===== src/inc/ptm_pkg.sv =====
// package for the periodic timer block
package ptm_pkg;

  // register word addresses (one register per word)
  localparam logic [3:0] PTM_ADDR_CTRL0 = 4'h0;
  localparam logic [3:0] PTM_ADDR_CTRL1 = 4'h1;
  localparam logic [3:0] PTM_ADDR_COUNT = 4'h2;
  localparam logic [3:0] PTM_ADDR_CMPA = 4'h3;
  localparam logic [3:0] PTM_ADDR_CMPP = 4'h4;
  localparam logic [3:0] PTM_ADDR_FLAGS = 4'h5;

  // control one fields
  localparam int PTM_C1_MODE_LSB = 6;
  localparam int PTM_C1_PIN_LSB = 4;
  localparam int PTM_C1_LEVEL = 3;
  localparam int PTM_C1_INVERT = 2;
  localparam int PTM_C1_RSVD = 1;
  localparam int PTM_C1_CLRSEL = 0;
  localparam logic [7:0] PTM_C1_RESET = 8'h00;

  // control zero fields
  localparam int PTM_C0_PAUSE = 7;
  localparam int PTM_C0_CLKSEL_LSB = 4;
  localparam int PTM_C0_ON = 3;
  localparam logic [7:0] PTM_C0_RESET = 8'h00;

  // flag bits
  localparam int PTM_FLAG_A = 0;
  localparam int PTM_FLAG_P = 1;

  localparam int PTM_CNT_WIDTH = 10;

  typedef enum logic [1:0] {
    PTM_MODE_COMPARE = 2'b00,
    PTM_MODE_UNDEF = 2'b01,
    PTM_MODE_PWM = 2'b10,
    PTM_MODE_TIMER = 2'b11
  } ptm_mode_t;

  typedef enum logic [1:0] {
    PTM_PIN_P0 = 2'b00,
    PTM_PIN_P1 = 2'b01,
    PTM_PIN_P2 = 2'b10,
    PTM_PIN_P3 = 2'b11
  } ptm_pin_t;
endpackage


===== src/design/ptm_tick_gen.sv =====
// timer clock tick generator with external pin synchroniser
`timescale 1ns/1ps
`default_nettype none
module ptm_tick_gen
  import ptm_pkg::*;
#(
  parameter int DIV_FAST = 4,
  parameter int DIV_MID = 16,
  parameter int DIV_SLOW = 64,
  parameter int DIV_SUB = 256
) (
  // clock and reset
  input wire logic clk,
  input wire logic rst_b,
  // selection
  input wire logic [2:0] clockSelect,
  input wire logic extPin,
  // tick out
  output logic tick
);
  logic [15:0] divCount;
  logic extSync1;
  logic extSync2;
  logic extLast;

  always_ff @(posedge clk or negedge rst_b) begin
    if (!rst_b) begin
      divCount <= 16'h0000;
    end else begin
      divCount <= divCount + 16'h0001;
    end
  end

  // external pin passes two flops before use
  always_ff @(posedge clk or negedge rst_b) begin
    if (!rst_b) begin
      extSync1 <= 1'b0;
      extSync2 <= 1'b0;
      extLast <= 1'b0;
    end else begin
      extSync1 <= extPin;
      extSync2 <= extSync1;
      extLast <= extSync2;
    end
  end

  function automatic logic divHit(input logic [15:0] cnt, input int div);
    logic [15:0] mask;
    mask = 16'(div - 1);
    divHit = (cnt & mask) == mask;
  endfunction

  always_comb begin
    unique case (clockSelect)
      3'b000: tick = divHit(divCount, DIV_FAST);
      3'b001: tick = 1'b1;
      3'b010: tick = divHit(divCount, DIV_MID);
      3'b011: tick = divHit(divCount, DIV_SLOW);
      3'b100, 3'b101: tick = divHit(divCount, DIV_SUB);
      3'b110: tick = extSync2 & ~extLast;
      3'b111: tick = ~extSync2 & extLast;
    endcase
  end
endmodule
`default_nettype wire


===== src/design/ptm_timer.sv =====
// periodic timer with compare, pwm, single pulse and timer modes
`timescale 1ns/1ps
`default_nettype none
module ptm_timer
  import ptm_pkg::*;
#(
  parameter int CNT_WIDTH = PTM_CNT_WIDTH
) (
  // clock and reset
  input wire logic clk,
  input wire logic rst_b,
  // avalon-mm slave
  input wire logic [3:0] avs_address,
  input wire logic avs_read,
  input wire logic avs_write,
  input wire logic [31:0] avs_writedata,
  input wire logic [3:0] avs_byteenable,
  output logic [31:0] avs_readdata,
  output logic avs_waitrequest,
  // pins
  input wire logic timer_clock_pin,
  output logic timer_output_pin,
  output logic timer_output_pin_oe_b
);
  import ptm_pkg::*;

  logic [7:0] timer_control_zero;
  logic [7:0] timer_control_one;
  logic [CNT_WIDTH-1:0] counter;
  logic [CNT_WIDTH-1:0] compare_a_value;
  logic [CNT_WIDTH-1:0] compare_p_value;
  logic compare_a_flag;
  logic compare_p_flag;
  logic pinLevel;
  logic onLast;
  logic tick;
  logic accessDone;
  logic pulseArmed;
  logic extSyncA;
  logic extSyncB;
  logic extPrev;

  ptm_mode_t mode;
  ptm_pin_t pinFunc;
  logic levelSel;
  logic invertSel;
  logic clearSel;
  logic timerOn;
  logic paused;
  logic onRise;
  logic running;
  logic matchA;
  logic matchP;
  logic atMax;
  logic pZero;
  logic aZero;
  logic pulseMode;
  logic clearNow;
  logic raiseA;
  logic raiseP;
  logic pwmActive;
  logic next_pinLevel;
  logic driveOut;
  logic wrCtrl0;
  logic wrFlags;
  logic pulseTrigger;
  logic pulseStop;
  logic matchTick;
  logic [2:0] clkSel;
  logic [31:0] next_readdata;

  assign mode = ptm_mode_t'(timer_control_one[PTM_C1_MODE_LSB +: 2]);
  assign pinFunc = ptm_pin_t'(timer_control_one[PTM_C1_PIN_LSB +: 2]);
  assign levelSel = timer_control_one[PTM_C1_LEVEL];
  assign invertSel = timer_control_one[PTM_C1_INVERT];
  assign clearSel = timer_control_one[PTM_C1_CLRSEL];
  assign timerOn = timer_control_zero[PTM_C0_ON];
  assign paused = timer_control_zero[PTM_C0_PAUSE];
  assign clkSel = timer_control_zero[PTM_C0_CLKSEL_LSB +: 3];
  assign onRise = timerOn & ~onLast;
  assign running = timerOn & ~paused & ~onRise;
  assign pulseMode = (mode == PTM_MODE_PWM) && (pinFunc == PTM_PIN_P3);

  assign atMax = &counter;
  assign pZero = ~|compare_p_value;
  assign aZero = ~|compare_a_value;
  // matches are taken on the tick that reaches the compare value
  assign matchTick = running & tick;
  assign matchA = matchTick & ~aZero & (counter + 1'b1 == compare_a_value);
  assign matchP = matchTick & ~pZero & (counter + 1'b1 == compare_p_value);

  // clear source by mode
  always_comb begin
    clearNow = 1'b0;
    raiseA = 1'b0;
    raiseP = 1'b0;
    unique case (mode)
      PTM_MODE_PWM: begin
        // clear select plays no part here
        clearNow = pulseMode ? 1'b0 : (pZero ? (running & tick & atMax) : matchP);
        raiseA = matchA;
        raiseP = ~pulseMode & matchP;
      end
      PTM_MODE_UNDEF: begin
        clearNow = 1'b0;
      end
      default: begin
        if (clearSel) begin
          clearNow = matchA;
          raiseA = matchA;
        end else begin
          clearNow = pZero ? (running & tick & atMax) : matchP;
          raiseA = matchA;
          raiseP = matchP;
        end
      end
    endcase
  end

  // counter
  always_ff @(posedge clk or negedge rst_b) begin
    if (!rst_b) begin
      counter <= '0;
    end else if (onRise) begin
      counter <= '0;
    end else if (running & tick) begin
      if (clearNow) begin
        counter <= '0;
      end else if (!(pulseMode && matchA)) begin
        counter <= counter + 1'b1;
      end
    end
  end

  // timer_on edge detect
  always_ff @(posedge clk or negedge rst_b) begin
    if (!rst_b) begin
      onLast <= 1'b0;
    end else begin
      onLast <= timerOn;
    end
  end

  // count at or after duty gives inactive part, unless duty is at or above a nonzero period
  always_comb begin
    if (pZero) begin
      pwmActive = counter < compare_a_value;
    end else begin
      pwmActive = (compare_a_value >= compare_p_value) || (counter < compare_a_value);
    end
  end

  // pin level before polarity
  always_comb begin
    next_pinLevel = pinLevel;
    if (onRise) begin
      next_pinLevel = (mode == PTM_MODE_COMPARE) ? levelSel : 1'b0;
    end else begin
      unique case (mode)
        PTM_MODE_COMPARE: begin
          if (raiseA) begin
            unique case (pinFunc)
              PTM_PIN_P0: next_pinLevel = pinLevel;
              PTM_PIN_P1: next_pinLevel = 1'b0;
              PTM_PIN_P2: next_pinLevel = 1'b1;
              PTM_PIN_P3: next_pinLevel = ~pinLevel;
            endcase
          end
        end
        PTM_MODE_PWM: begin
          unique case (pinFunc)
            PTM_PIN_P0: next_pinLevel = 1'b0;
            PTM_PIN_P1: next_pinLevel = 1'b1;
            PTM_PIN_P2: next_pinLevel = timerOn & pwmActive;
            PTM_PIN_P3: next_pinLevel = timerOn & pulseArmed;
          endcase
        end
        default: next_pinLevel = pinLevel;
      endcase
    end
  end

  // pin level is held as active/inactive in pwm, absolute in compare
  always_ff @(posedge clk or negedge rst_b) begin
    if (!rst_b) begin
      pinLevel <= 1'b0;
    end else begin
      pinLevel <= next_pinLevel;
    end
  end

  // in pwm the level bit names the active level
  always_comb begin
    unique case (mode)
      PTM_MODE_PWM: driveOut = (next_pinLevel ~^ levelSel) ^ invertSel;
      PTM_MODE_COMPARE: driveOut = next_pinLevel ^ invertSel;
      default: driveOut = 1'b0;
    endcase
  end

  always_ff @(posedge clk or negedge rst_b) begin
    if (!rst_b) begin
      timer_output_pin <= 1'b0;
    end else begin
      timer_output_pin <= driveOut;
    end
  end

  // pin released where the timer does not own it
  always_ff @(posedge clk or negedge rst_b) begin
    if (!rst_b) begin
      timer_output_pin_oe_b <= 1'b1;
    end else begin
      timer_output_pin_oe_b <= (mode == PTM_MODE_TIMER) || (mode == PTM_MODE_UNDEF);
    end
  end

  // single pulse arm and trigger from the clock pin
  always_ff @(posedge clk or negedge rst_b) begin
    if (!rst_b) begin
      extSyncA <= 1'b0;
      extSyncB <= 1'b0;
      extPrev <= 1'b0;
    end else begin
      extSyncA <= timer_clock_pin;
      extSyncB <= extSyncA;
      extPrev <= extSyncB;
    end
  end

  // pulse trigger edge follows the clock-select edge choice
  always_comb begin
    unique case (clkSel)
      3'b110: pulseTrigger = pulseMode & ~timerOn & extSyncB & ~extPrev;
      3'b111: pulseTrigger = pulseMode & ~timerOn & ~extSyncB & extPrev;
      default: pulseTrigger = 1'b0;
    endcase
  end
  assign pulseStop = pulseMode & matchA;

  always_ff @(posedge clk or negedge rst_b) begin
    if (!rst_b) begin
      pulseArmed <= 1'b0;
    end else if (onRise) begin
      pulseArmed <= 1'b1;
    end else if (pulseStop || !timerOn) begin
      pulseArmed <= 1'b0;
    end
  end

  // timer clock tick source
  ptm_tick_gen u_tick (
    .clk(clk),
    .rst_b(rst_b),
    .clockSelect(clkSel),
    .extPin(timer_clock_pin),
    .tick(tick)
  );

  // bus: one wait cycle per access
  always_ff @(posedge clk or negedge rst_b) begin
    if (!rst_b) begin
      accessDone <= 1'b0;
    end else begin
      accessDone <= (avs_read | avs_write) & ~accessDone;
    end
  end

  // write strobes qualified by the wait cycle
  assign wrCtrl0 = avs_write & accessDone & avs_byteenable[0] & (avs_address == PTM_ADDR_CTRL0);
  assign wrFlags = avs_write & accessDone & avs_byteenable[0] & (avs_address == PTM_ADDR_FLAGS);

  always_ff @(posedge clk or negedge rst_b) begin
    if (!rst_b) begin
      timer_control_zero <= PTM_C0_RESET;
    end else if (pulseStop) begin
      timer_control_zero[PTM_C0_ON] <= 1'b0;
    end else if (pulseTrigger) begin
      timer_control_zero[PTM_C0_ON] <= 1'b1;
    end else if (wrCtrl0) begin
      timer_control_zero <= {avs_writedata[7:3], 3'b000};
    end
  end

  // control one keeps the reserved bit as written
  always_ff @(posedge clk or negedge rst_b) begin
    if (!rst_b) begin
      timer_control_one <= PTM_C1_RESET;
    end else if (avs_write & accessDone & avs_byteenable[0] & (avs_address == PTM_ADDR_CTRL1)) begin
      timer_control_one <= avs_writedata[7:0];
    end
  end

  always_ff @(posedge clk or negedge rst_b) begin
    if (!rst_b) begin
      compare_a_value <= '0;
      compare_p_value <= '0;
    end else if (avs_write & accessDone) begin
      unique case (avs_address)
        PTM_ADDR_CMPA: compare_a_value <= CNT_WIDTH'(avs_writedata);
        PTM_ADDR_CMPP: compare_p_value <= CNT_WIDTH'(avs_writedata);
        default: ;
      endcase
    end
  end

  // flags: set wins over a write-one clear
  always_ff @(posedge clk or negedge rst_b) begin
    if (!rst_b) begin
      compare_a_flag <= 1'b0;
      compare_p_flag <= 1'b0;
    end else begin
      compare_a_flag <= raiseA | (compare_a_flag & ~(wrFlags & avs_writedata[PTM_FLAG_A]));
      compare_p_flag <= raiseP | (compare_p_flag & ~(wrFlags & avs_writedata[PTM_FLAG_P]));
    end
  end

  always_comb begin
    next_readdata = 32'h00000000;
    unique case (avs_address)
      PTM_ADDR_CTRL0: next_readdata[7:0] = timer_control_zero;
      PTM_ADDR_CTRL1: next_readdata[7:0] = timer_control_one;
      PTM_ADDR_COUNT: next_readdata[CNT_WIDTH-1:0] = counter;
      PTM_ADDR_CMPA: next_readdata[CNT_WIDTH-1:0] = compare_a_value;
      PTM_ADDR_CMPP: next_readdata[CNT_WIDTH-1:0] = compare_p_value;
      PTM_ADDR_FLAGS: next_readdata[1:0] = {compare_p_flag, compare_a_flag};
      default: next_readdata = 32'h00000000;
    endcase
  end

  always_ff @(posedge clk or negedge rst_b) begin
    if (!rst_b) begin
      avs_readdata <= 32'h00000000;
      avs_waitrequest <= 1'b1;
    end else begin
      avs_readdata <= next_readdata;
      avs_waitrequest <= ~((avs_read | avs_write) & ~accessDone);
    end
  end
endmodule
`default_nettype wire


===== config.mk =====
export PLATFORM = sky130hd
export DESIGN_NAME = ptm_timer
export DESIGN_NICKNAME = d
export VERILOG_FILES = /design/src/inc/ptm_pkg.sv /design/src/design/ptm_tick_gen.sv /design/src/design/ptm_timer.sv
export SDC_FILE = /design/constraint.sdc
export NUM_CORES = 1
export LEC_CHECK = 0
export BUFFER_PORTS_ARGS = -buffer_cell sky130_fd_sc_hd__buf_2
export CORE_ASPECT_RATIO = 0.75
export CORE_MARGIN = 5
export CORE_UTILIZATION = 26
export DETAILED_ROUTE_END_ITERATION = 8
export HOLD_SLACK_MARGIN = 0.1
export PLACE_DENSITY = 0.51
export SYNTH_ARGS = -nofsm -noshare
export SYNTH_HDL_FRONTEND = slang
export SYNTH_HIERARCHICAL = 1
export SYNTH_SLANG_ARGS = --single-unit

===== constraint.sdc =====
create_clock -name clk -period 4.3 [get_ports clk]
set_clock_uncertainty 0.1 [all_clocks]
set_input_delay 0.86 -clock clk [delete_from_list [all_inputs] [get_ports clk]]
set_output_delay 0.86 -clock clk [all_outputs]
set_load 0.03 [all_outputs]

==> results of run 1 <==
-- worst paths after layout --
kind | cells past startpoint | slack, ns | from | to
max | 11 | 0.75 | u_tick/divCount[0] | timer_control_zero[5]
min reg2reg | 0 | 0.25 | u_tick/extSync1 | u_tick/extSync2
min in group asynchronous | 1 | 0.57 | rst_b | accessDone
max reg2reg | 11 | 0.75 | u_tick/divCount[0] | timer_control_zero[5]
max in group asynchronous | 1 | 2.87 | rst_b | avs_readdata[8]
min | 0 | 0.25 | u_tick/extSync1 | u_tick/extSync2
-- cells by family (layout without fill, tap and decap cells) --
family | Yosys count | count (layout) | share of synthesized area (%)
other | 1 | 22 | 0.07465
buffers and inverters | 88 | 95 | 8.792
AND/OR/NAND/NOR | 179 | 179 | 19.08
multiplexers | 12 | 12 | 2.665
adder cells (fa/ha/maj) | 26 | 26 | 6.476
AO/OA/AOI/OAI | 139 | 139 | 19.63
flip-flops | 76 | 76 | 37.91
XOR/XNOR | 27 | 27 | 5.380
-- power breakdown --
part | leakage [nW] | switching, mW | internal [mW] | total (mW)
combinational | 1.35 | 0.391 | 0.237 | 0.627
clock | 0.124 | 0.331 | 0.393 | 0.724
sequential | 0.941 | 0.139 | 0.817 | 0.956
-- worst max-delay path: stages (launching register included) --
cell	delay, ns
dfrtp_1	0.42
ha_1	0.29
a21oi_1	0.10
o21a_1	0.18
o221ai_1	0.19
nand4b_1	0.27
a2111oi_0	0.44
o311ai_1	0.20
or3_1	0.41
nor2_1	0.19
or3_1	0.27
mux2_1	0.35
-- per-layer routing --
layer	vias to the layer above	routed length, um
met1	2087	7749
met4	0	116
met2	170	5532
met5	-	0
met3	9	1352
li1	2000	-
-- area by class of cell --
| type | instances | area (um2) |
|---|---|---|
| Fill cell | 2008 | 13530 |
| Multi-Input combinational cell | 405 | 2769 |
| Clock inverter | 7 | 52.55 |
| Inverter | 41 | 153.9 |
| Sequential cell | 76 | 1904 |
| Tap cell | 253 | 316.6 |
| Clock buffer | 9 | 225.2 |
| Timing Repair Buffer | 38 | 207.7 |
-- state kept, by name, indices dropped and copies added (netlist names), 5 cells and up --
register,cells
avs_readdata,10
compare_a_value,10
compare_p_value,10
counter,10
timer_control_one,8
timer_control_zero,5
u_tick/divCount,8
-- synth_stat cells, types with 3 or more instances --
master,count,area (um2)
dfrtp_1,74,1852
nand2_1,57,214.0
inv_1,40,150.1
o21ai_0,37,185.2
ha_1,26,325.3
buf_4,25,187.7
nor2_1,25,93.84
xnor2_1,17,148.9
nand3_1,14,70.07
nand4_1,13,81.33
a21oi_1,12,60.06
clkbuf_1,12,45.04
o211ai_1,11,82.58
o21ai_1,11,55.05
a22oi_1,10,75.07
nor4_1,9,56.30
nor3_1,8,40.04
xor2_1,8,70.07
a222oi_1,7,70.07
and3_1,7,43.79
buf_2,7,35.03
mux2_2,7,78.83
a31oi_1,6,37.54
nor2b_1,6,37.54
or3_1,6,37.54
a211oi_1,5,37.54
a2111oi_0,4,35.03
mux2_1,4,45.04
nand2b_1,4,25.02
o2111a_1,4,45.04
a21o_1,3,22.52
a311oi_1,3,26.28
and2_1,3,18.77
nor4b_1,3,26.28
or2_2,3,18.77
-- cell usage in the layout, fill, tap and decap left out, types with 4 or more instances in the layout --
cell and instances:
xor2_1 8, clkinvlp_4 4, buf_4 7, or3_1 6, nor2b_1 6, inv_1 40
nor3_1 8, o2111a_1 4, a21oi_1 12, ha_1 26, buf_2 31, dfrtp_1 74
clkbuf_16 9, conb_1 22, a211oi_1 5, a22oi_1 10, nand3_1 14, nor2_1 25
o21ai_1 11, nand2b_1 4, nand4_1 13, nor4_1 9, nand2_1 57, o211ai_1 11
a31oi_1 6, mux2_2 7, a2111oi_0 4, and3_1 7, xnor2_1 17, a222oi_1 7
o21ai_0 37, mux2_1 4
-- through the flow --
stage          area (um2)  instances
2_1_floorplan        5102        569
3_3_place_gp         5351        813
3_5_place_dp         5351        813
4_1_cts              5629        829
5_1_grt              5629        829
6_report             5629        829
==> metrics.md, run 1 <==
| Metric | Value |
|---|---|
| Root Driver | `clkbuf_16` |
| Status | `completed` |
| Starting Density | `26.22%` |
| Die Wd | `170.5 um` |
| RSZ-0062 raised after global routing | `no` |
| Crit-path max FO | `5` |
| Global Route met2 Usage | `17.82%` |
| Rows | `44` |
| Period utilization | `82.44%` |
| Core area | `around 0.019 mm2` |
| Nets | `642` |
| Antenna violations before repair | `0` |
| Final min period | `3.545 ns` |
| Synth Register Bits | `76` |
| Die height | `130.4 um` |
| Hold_ws | `0.2519 ns` |
| Max-slew violation count | `0` |
| Worst-path clk slew | `about 0.06 ns` |
| Number of synthesized flops with an enable pin | `0` |
| P_leak | `2.415 nW` |
| Pin count of the biggest net entering global routing | `77` |
| CTS buffer count | `9` |
| Overflow after GRT | `0` |
| PwrDens | `409.8 mW/mm2` |
| CTS tree | `built` |
| Drt first pass iters | `6` |
| DRT iter0 DRCs | `452` |
| GRT Util Overall | `13.59%` |
| Overall power | `2.307 mW` |
| Critical Path End Type | `flip-flop` |
| Max frequency | `282.1 MHz` |
| DRC viols | `0` |
| Worst Max-Slew Pin Slew | `1.259 ns` |
| Via count | `approximately 4300` |
| Area Overhead vs Synth | `12.05%` |
| Main synth FF type | `dfrtp_1` |
| Vias per cell | `5.146` |
| # hold bufs at CTS | `0` |
| Relative slew slack | `between 10% and 20%` |
| DRT antenna net count | `0` |
| Gr busiest metal | `met1` |
| Met1 Usage GRT | `between 20 and 25%` |
| Die area | `about 0.022 mm2` |
| CP Launch Type | `flip-flop` |
| WP data required | `4.42 ns` |
| Vias in the first global route | `4083` |
| M3 GR Usage | `3.128%` |
| Setup WS pre-CTS | `about 0.77 ns` |
| Synth cell types | `81` |
| Clk buf depth | `2` |
| HP Class | `flip-flop to flip-flop` |
| CTS resizes | `0` |
| N_diodes | `0` |
| Final HPWL DP | `11310 um` |
| Buffers on Ports | `32` |
| Crit path kind | `flip-flop to flip-flop` |
| Fraction of registers with async set/reset | `100.0%` |
| Final hold vios | `0` |
| H-tree levels | `3` |
| Setup bufs post-CTS | `0` |
| Final worst slack | `0.7549 ns` |
| DRT Wirelength | `roughly 15000 um` |
| Final Core Density | `29.38%` |
| Post-Synthesis Cell Area | `0.005024 mm2` |
| Worst-Skew Late Latency | `0.35 ns` |
| Final setup fails | `0` |
| # IOs | `80` |
| First-pass GRT wire length | `around 24000 um` |
| Sink Count | `between 70 and 80` |
| Final GP Congestion | `0.9603` |
| Arr. time, crit path | `3.67 ns` |
| Drt wl/cell | `about 18 um` |
| Share of layout cells above drive strength 1 | `between 10% and 20%` |
| Setup Total Neg Slack | `0 ns` |
| Post-Syn Area per Cell | `just over 9 um2` |
| VDD IR max | `between 150 and 200 uV` |
| Syn Inst Count | `548` |
| MaxCap Viol Count | `0` |
| Sequential-to-total area share from yosys stat | `37.91%` |
| Count of warnings emitted by yosys | `6` |
Power figures use the tool's default switching activity.
==> run 2: changes to the inputs <==
==> constraint.sdc (replaced) <==
create_clock -name clk -period 3.3 [get_ports clk]
set_clock_uncertainty 0.1 [all_clocks]
set_input_delay 0.66 -clock clk [delete_from_list [all_inputs] [get_ports clk]]
set_output_delay 0.66 -clock clk [all_outputs]
set_load 0.03 [all_outputs]
==> metrics.md, run 2 (synthesis results as in run 1) <==
| Metric | Value |
|---|---|
| Status | `completed` |
| DRT iter0 DRCs | `453` |
| CP endpoint | `pinLevel` |
| Drt wl/cell | `18.46 um` |
| CP Depth | `11` |
| Pin count of the biggest net entering global routing | `77` |
| Fin cells | `859` |
| Rows | `44` |
| Worst-path clk slew | `approximately 0.060 ns` |
| Buffers plus inverters on the worst setup path | `1` |
| GRT Util Overall | `14.44%` |
| Arr. time, crit path | `3.26 ns` |
| Antenna violations before repair | `0` |
| Peak per-stage delay on the critical path | `0.57 ns` |
| Via count | `4439` |
| CTS buffer count | `9` |
| Setup Total Neg Slack | `0 ns` |
| Worst-path cell chain | `and2_4 > nand4_1 > o221ai_1 > nand4b_1 > buf_4 > nor3_2 > nand2_1 > or4_4 > or3_4 > a31oi_1 > o32ai_1` |
| Fillers | `approximately 2000` |
| CP Launch Type | `flip-flop` |
| HP Class | `flip-flop to flip-flop` |
| CTS resizes | `0` |
| Critical Path End Type | `flip-flop` |
| Wl on met1 | `8323 um` |
| Share of layout cells above drive strength 1 | `19.14%` |
| Die Wd | `between 150 and 200 um` |
| Worst Max-Slew Pin Slew | `a little under 1 ns` |
| Nets | `672` |
| Buffers on Ports | `32` |
| Final GP Congestion | `around 0.95` |
| Hold path startpoint | `extSyncA` |
| Overflow after GRT | `0` |
| DRT Wirelength | `15850 um` |
| # hold bufs at CTS | `0` |
| PwrDens | `517.9 mW/mm2` |
| Crit path max-delay cell type | `or4_4` |
| Worst Setup SP | `u_tick/divCount[2]` |
| Final HPWL DP | `12220 um` |
| Overall power | `between 3 and 4 mW` |
| First-pass GRT wire length | `~25000 um` |
| Max-slew violation count | `0` |
| Relative slew slack | `approximately a third` |
| MaxCap Viol Count | `0` |
| DRC viols | `0` |
| Die area | `0.02223 mm2` |
| Final min period | `3.161 ns` |
| N_diodes | `0` |
| Die height | `130.4 um` |
| Worst r2r dst | `pinLevel` |
| Drt first pass iters | `6` |
| # IOs | `80` |
| Max frequency | `316.4 MHz` |
| CTS tree | `built` |
| Reg2Reg Launch Point | `u_tick/divCount[2]` |
| R2R cell count | `11` |
| Crit path kind | `flip-flop to flip-flop` |
| Worst-Skew Late Latency | `0.34 ns` |
| DRT antenna net count | `0` |
| P_leak | `2.573 nW` |
| RSZ-0062 raised after global routing | `no` |
| Final hold vios | `0` |
| Sink Count | `76` |
| Clk buf depth | `2` |
| Starting Density | `a little over a quarter` |
| DP Cell Count | `843` |
| Flop-to-flop setup slack | `0.14 ns` |
| VDD IR max | `between 200 and 300 uV` |
| Period utilization | `95.78%` |
| WP data required | `3.40 ns` |
| H-tree levels | `3` |
| Final setup fails | `0` |
| Setup bufs post-CTS | `0` |
| Area Overhead vs Synth | `16.94%` |
| Max Used Layer | `met4` |
| Most common cell after layout, fill and taps aside | `dfrtp_1` |
| Vias in the first global route | `between 4000 and 5000` |
| Root Driver | `clkbuf_16` |
| Met2 wire length | `6076 um` |
| DR WL met3 | `1343 um` |
| CP top delay family | `simple AND/OR/NAND/NOR gates` |
| Commonest non-fill, non-tap cells in the layout | `dfrtp_1 (74), nand2_1 (57), inv_1 (40)` |
| Crit-path max FO | `4` |
| Core area | `0.01916 mm2` |
| Vias per cell | `5.168` |
-- run 2: final cells by class --
type / instances / area (um2) / area share, %
clock buffer: 12 / 246.5 / 4.196
clock inverter: 4 / 25.02 / 0.4260
inverter: 41 / 153.9 / 2.620
multi-input combinational: 405 / 2783 / 47.37
sequential: 76 / 1904 / 32.42
tap: 253 / 316.6 / 5.389
timing repair buffer: 68 / 445.4 / 7.583
-- run 2: worst min path at each step --
stage                     endpoint  cells after the start
final                     extSyncB                      0
after CTS                 extSyncB                      0
after global placement    extSyncB                      0
after global routing      extSyncB                      0
after detailed placement  extSyncB                      0
after floorplan           extSyncB                      0
-- run 2: worst register-to-register path: cells and delay by family (launching register included) --
| family | cells | cell delay, ns |
|---|---|---|
| flops | 1 | 0.40 |
| compound gates | 3 | 0.55 |
| buf+inv | 1 | 0.20 |
| simple gates | 7 | 1.76 |
-- run 2: routing by layer --
layer  vias up  global-route usage (%)
li1       2055                       -
met3        13                   2.857
met5         -                       0
met2       186                   18.96
met1      2185                   23.93
met4         0                   2.582
-- run 2: where the power goes --
part	internal (mW)	switching (mW)	total [mW]
combinational	0.335	0.543	0.877
clock	0.528	0.402	0.930
sequential	1.07	0.170	1.24
-- run 2: per-stage QoR --
step	util [%]	hold WS (ns)	setup WS (ns)	cell area (um2)
floorplan	-	0.2312	0.3059	5102
global placement	29.17	0.2331	0.1297	5589
detailed placement	29.17	0.2370	0.01502	5589
CTS	30.59	0.2506	0.01330	5861
global route	30.66	0.2537	0.02730	5874
finish	30.66	0.2476	0.1392	5874
==> run 3: changes to the inputs <==
--- a/config.mk
+++ b/config.mk
@@ -6,12 +6,12 @@
 export NUM_CORES = 1
 export LEC_CHECK = 0
 export BUFFER_PORTS_ARGS = -buffer_cell sky130_fd_sc_hd__buf_2
+export CAP_MARGIN = 20
 export CORE_ASPECT_RATIO = 0.75
 export CORE_MARGIN = 5
 export CORE_UTILIZATION = 26
 export DETAILED_ROUTE_END_ITERATION = 8
 export HOLD_SLACK_MARGIN = 0.1
-export PLACE_DENSITY = 0.51
 export SYNTH_ARGS = -nofsm -noshare
 export SYNTH_HDL_FRONTEND = slang
 export SYNTH_HIERARCHICAL = 1
==> constraint.sdc (replaced) <==
create_clock -name clk -period 3.74 [get_ports clk]
set_clock_uncertainty 0.1 [all_clocks]
set_input_delay 0.748 -clock clk [delete_from_list [all_inputs] [get_ports clk]]
set_output_delay 0.748 -clock clk [all_outputs]
set_load 0.03 [all_outputs]
==> metrics.md, run 3 (synthesis results as in run 1) <==
| Metric | Value |
|---|---|
| Status | `completed` |
| # IOs | `80` |
| Final GP Congestion | `0.9530` |
| Flop-to-flop setup slack | `0.24 ns` |
| Share of layout cells above drive strength 1 | `15.44%` |
| Sink Count | `76` |
| RSZ-0062 raised after global routing | `no` |
| R2R cell count | `11` |
| Max frequency | `roughly 290 MHz` |
| Gr busiest metal | `met1` |
| Drt first pass iters | `5` |
| Setup WS pre-CTS | `0.2986 ns` |
| PwrDens | `471.8 mW/mm2` |
| Root Driver | `clkbuf_16` |
| Worst-Skew Late Latency | `between 0.3 and 0.4 ns` |
| Antenna violations before repair | `0` |
| Final hold vios | `0` |
| Most common cell after layout, fill and taps aside | `dfrtp_1` |
| M3 GR Usage | `just under 4%` |
| Die Wd | `170.5 um` |
| Final HPWL DP | `around 11000 um` |
| Crit path kind | `flip-flop to flip-flop` |
| Area Overhead vs Synth | `13.50%` |
| Rows | `44` |
| Nets | `649` |
| CP Launch Type | `flip-flop` |
| Buffers on Ports | `32` |
| Period utilization | `93.65%` |
| Arr. time, crit path | `3.62 ns` |
| Reg2Reg Launch Point | `u_tick/divCount[0]` |
| Relative slew slack | `between 50% and 60%` |
| Overall power | `~2.7 mW` |
| Core area | `0.01916 mm2` |
| Setup bufs post-CTS | `0` |
| Vias per cell | `5.068` |
| Critical Path End Type | `flip-flop` |
| DRT antenna net count | `0` |
| Final worst slack | `0.2376 ns` |
| CTS tree | `built` |
| First-pass GRT wire length | `22980 um` |
| Die area | `approximately 0.022 mm2` |
| Clk buf depth | `2` |
| DRT Wirelength | `14370 um` |
| Worst Max-Slew Pin Slew | `about 0.75 ns` |
| CTS buffer count | `9` |
| Overflow after GRT | `0` |
| MaxCap Viol Count | `0` |
| Starting Density | `a little over a quarter` |
| DRC viols | `0` |
| Worst-path clk slew | `0.06 ns` |
| Drt wl/cell | `17.19 um` |
| P_leak | `2.455 nW` |
| Worst r2r dst | `timer_control_zero[7]` |
| H-tree levels | `3` |
| GRT Util Overall | `13.34%` |
| Met1 Usage GRT | `22.08%` |
| Max-slew violation count | `0` |
| Vias in the first global route | `3973` |
| Commonest non-fill, non-tap cells in the layout | `dfrtp_1 (74), nand2_1 (57), inv_1 (40)` |
| HP Class | `flip-flop to flip-flop` |
| Final setup fails | `0` |
| Final min period | `3.502 ns` |
| Hold endpoint | `u_tick/extSync2` |
| Hold path depth | `0` |
| Fillers | `2046` |
| WP data required | `3.86 ns` |
| Final Core Density | `29.76%` |
| DRT iter0 DRCs | `417` |
| Pin count of the biggest net entering global routing | `39` |
| Crit-path max FO | `5` |
| Setup Total Neg Slack | `0 ns` |
| Hold path startpoint | `u_tick/extSync1` |
| Via count | `4237` |
| N_diodes | `0` |
| VDD IR max | `between 150 and 200 uV` |
| Global Route met2 Usage | `16.38%` |
| Die height | `130.4 um` |
## run 3: critical path, cell delays in order, from the launching register on
cell	delay (ns)
dfrtp_1	0.40
ha_1	0.28
a21oi_1	0.10
o21a_1	0.17
o221ai_1	0.19
nand4b_1	0.26
a2111oi_1	0.43
o311ai_1	0.18
or3_1	0.40
nor2_1	0.23
or3_1	0.28
mux2_1	0.35
## run 3: worst max-delay path by stage
stage,slack (ns),to,cells past startpoint,startpoint
after floorplan,0.75,timer_control_zero[4],11,u_tick/divCount[0]
after global placement,0.32,timer_control_zero[7],11,u_tick/divCount[0]
after detailed placement,0.30,timer_control_zero[7],11,u_tick/divCount[0]
after CTS,0.28,timer_control_zero[7],11,u_tick/divCount[0]
final,0.24,timer_control_zero[7],11,u_tick/divCount[0]
after global routing,0.01,timer_control_zero[7],10,u_tick/divCount[0]
## run 3: timing repair
| item | in CTS | in global routing |
|---|---|---|
| endpoints found under the hold margin | 4 | 0 |
| gates resized for setup | 0 | 1 |
| hold buffers | 1 | 0 |
| endpoints found under the setup margin | 0 | 4 |
## run 3: layer usage
layer | routed length (um) | up-vias
met3 | 1578 | 8
met4 | 94 | 0
met2 | 5215 | 179
met1 | 7479 | 2041
met5 | 0 | -
li1 | - | 2009
## run 3: metrics by stage
| step | std cells | area [um2] | hold WS, ns |
|---|---|---|---|
| 2_1_floorplan | 569 | 5102 | 0.2312 |
| 3_3_place_gp | 819 | 5396 | 0.2338 |
| 3_5_place_dp | 819 | 5396 | 0.2347 |
| 4_1_cts | 836 | 5700 | 0.2438 |
| 5_1_grt | 836 | 5702 | 0.2517 |
| 6_report | 836 | 5702 | 0.2410 |
## run 3: where the power goes
part	total [mW]	leakage [nW]	switching, mW	internal, mW
logic	0.723	1.38	0.449	0.274
registers	1.10	0.941	0.157	0.940
clock network	0.870	0.131	0.355	0.515
total	2.69	2.46	0.961	1.73
## run 3: final cells by class
cell class / instances / area, um2 / share of cell area [%]
Inverter: 41 / 153.9 / 2.699
Clock inverter: 6 / 65.06 / 1.141
Tap cell: 253 / 316.6 / 5.552
Timing Repair Buffer: 45 / 262.8 / 4.608
Multi-Input combinational cell: 405 / 2770 / 48.58
Sequential cell: 76 / 1904 / 33.40
Clock buffer: 10 / 229.0 / 4.016
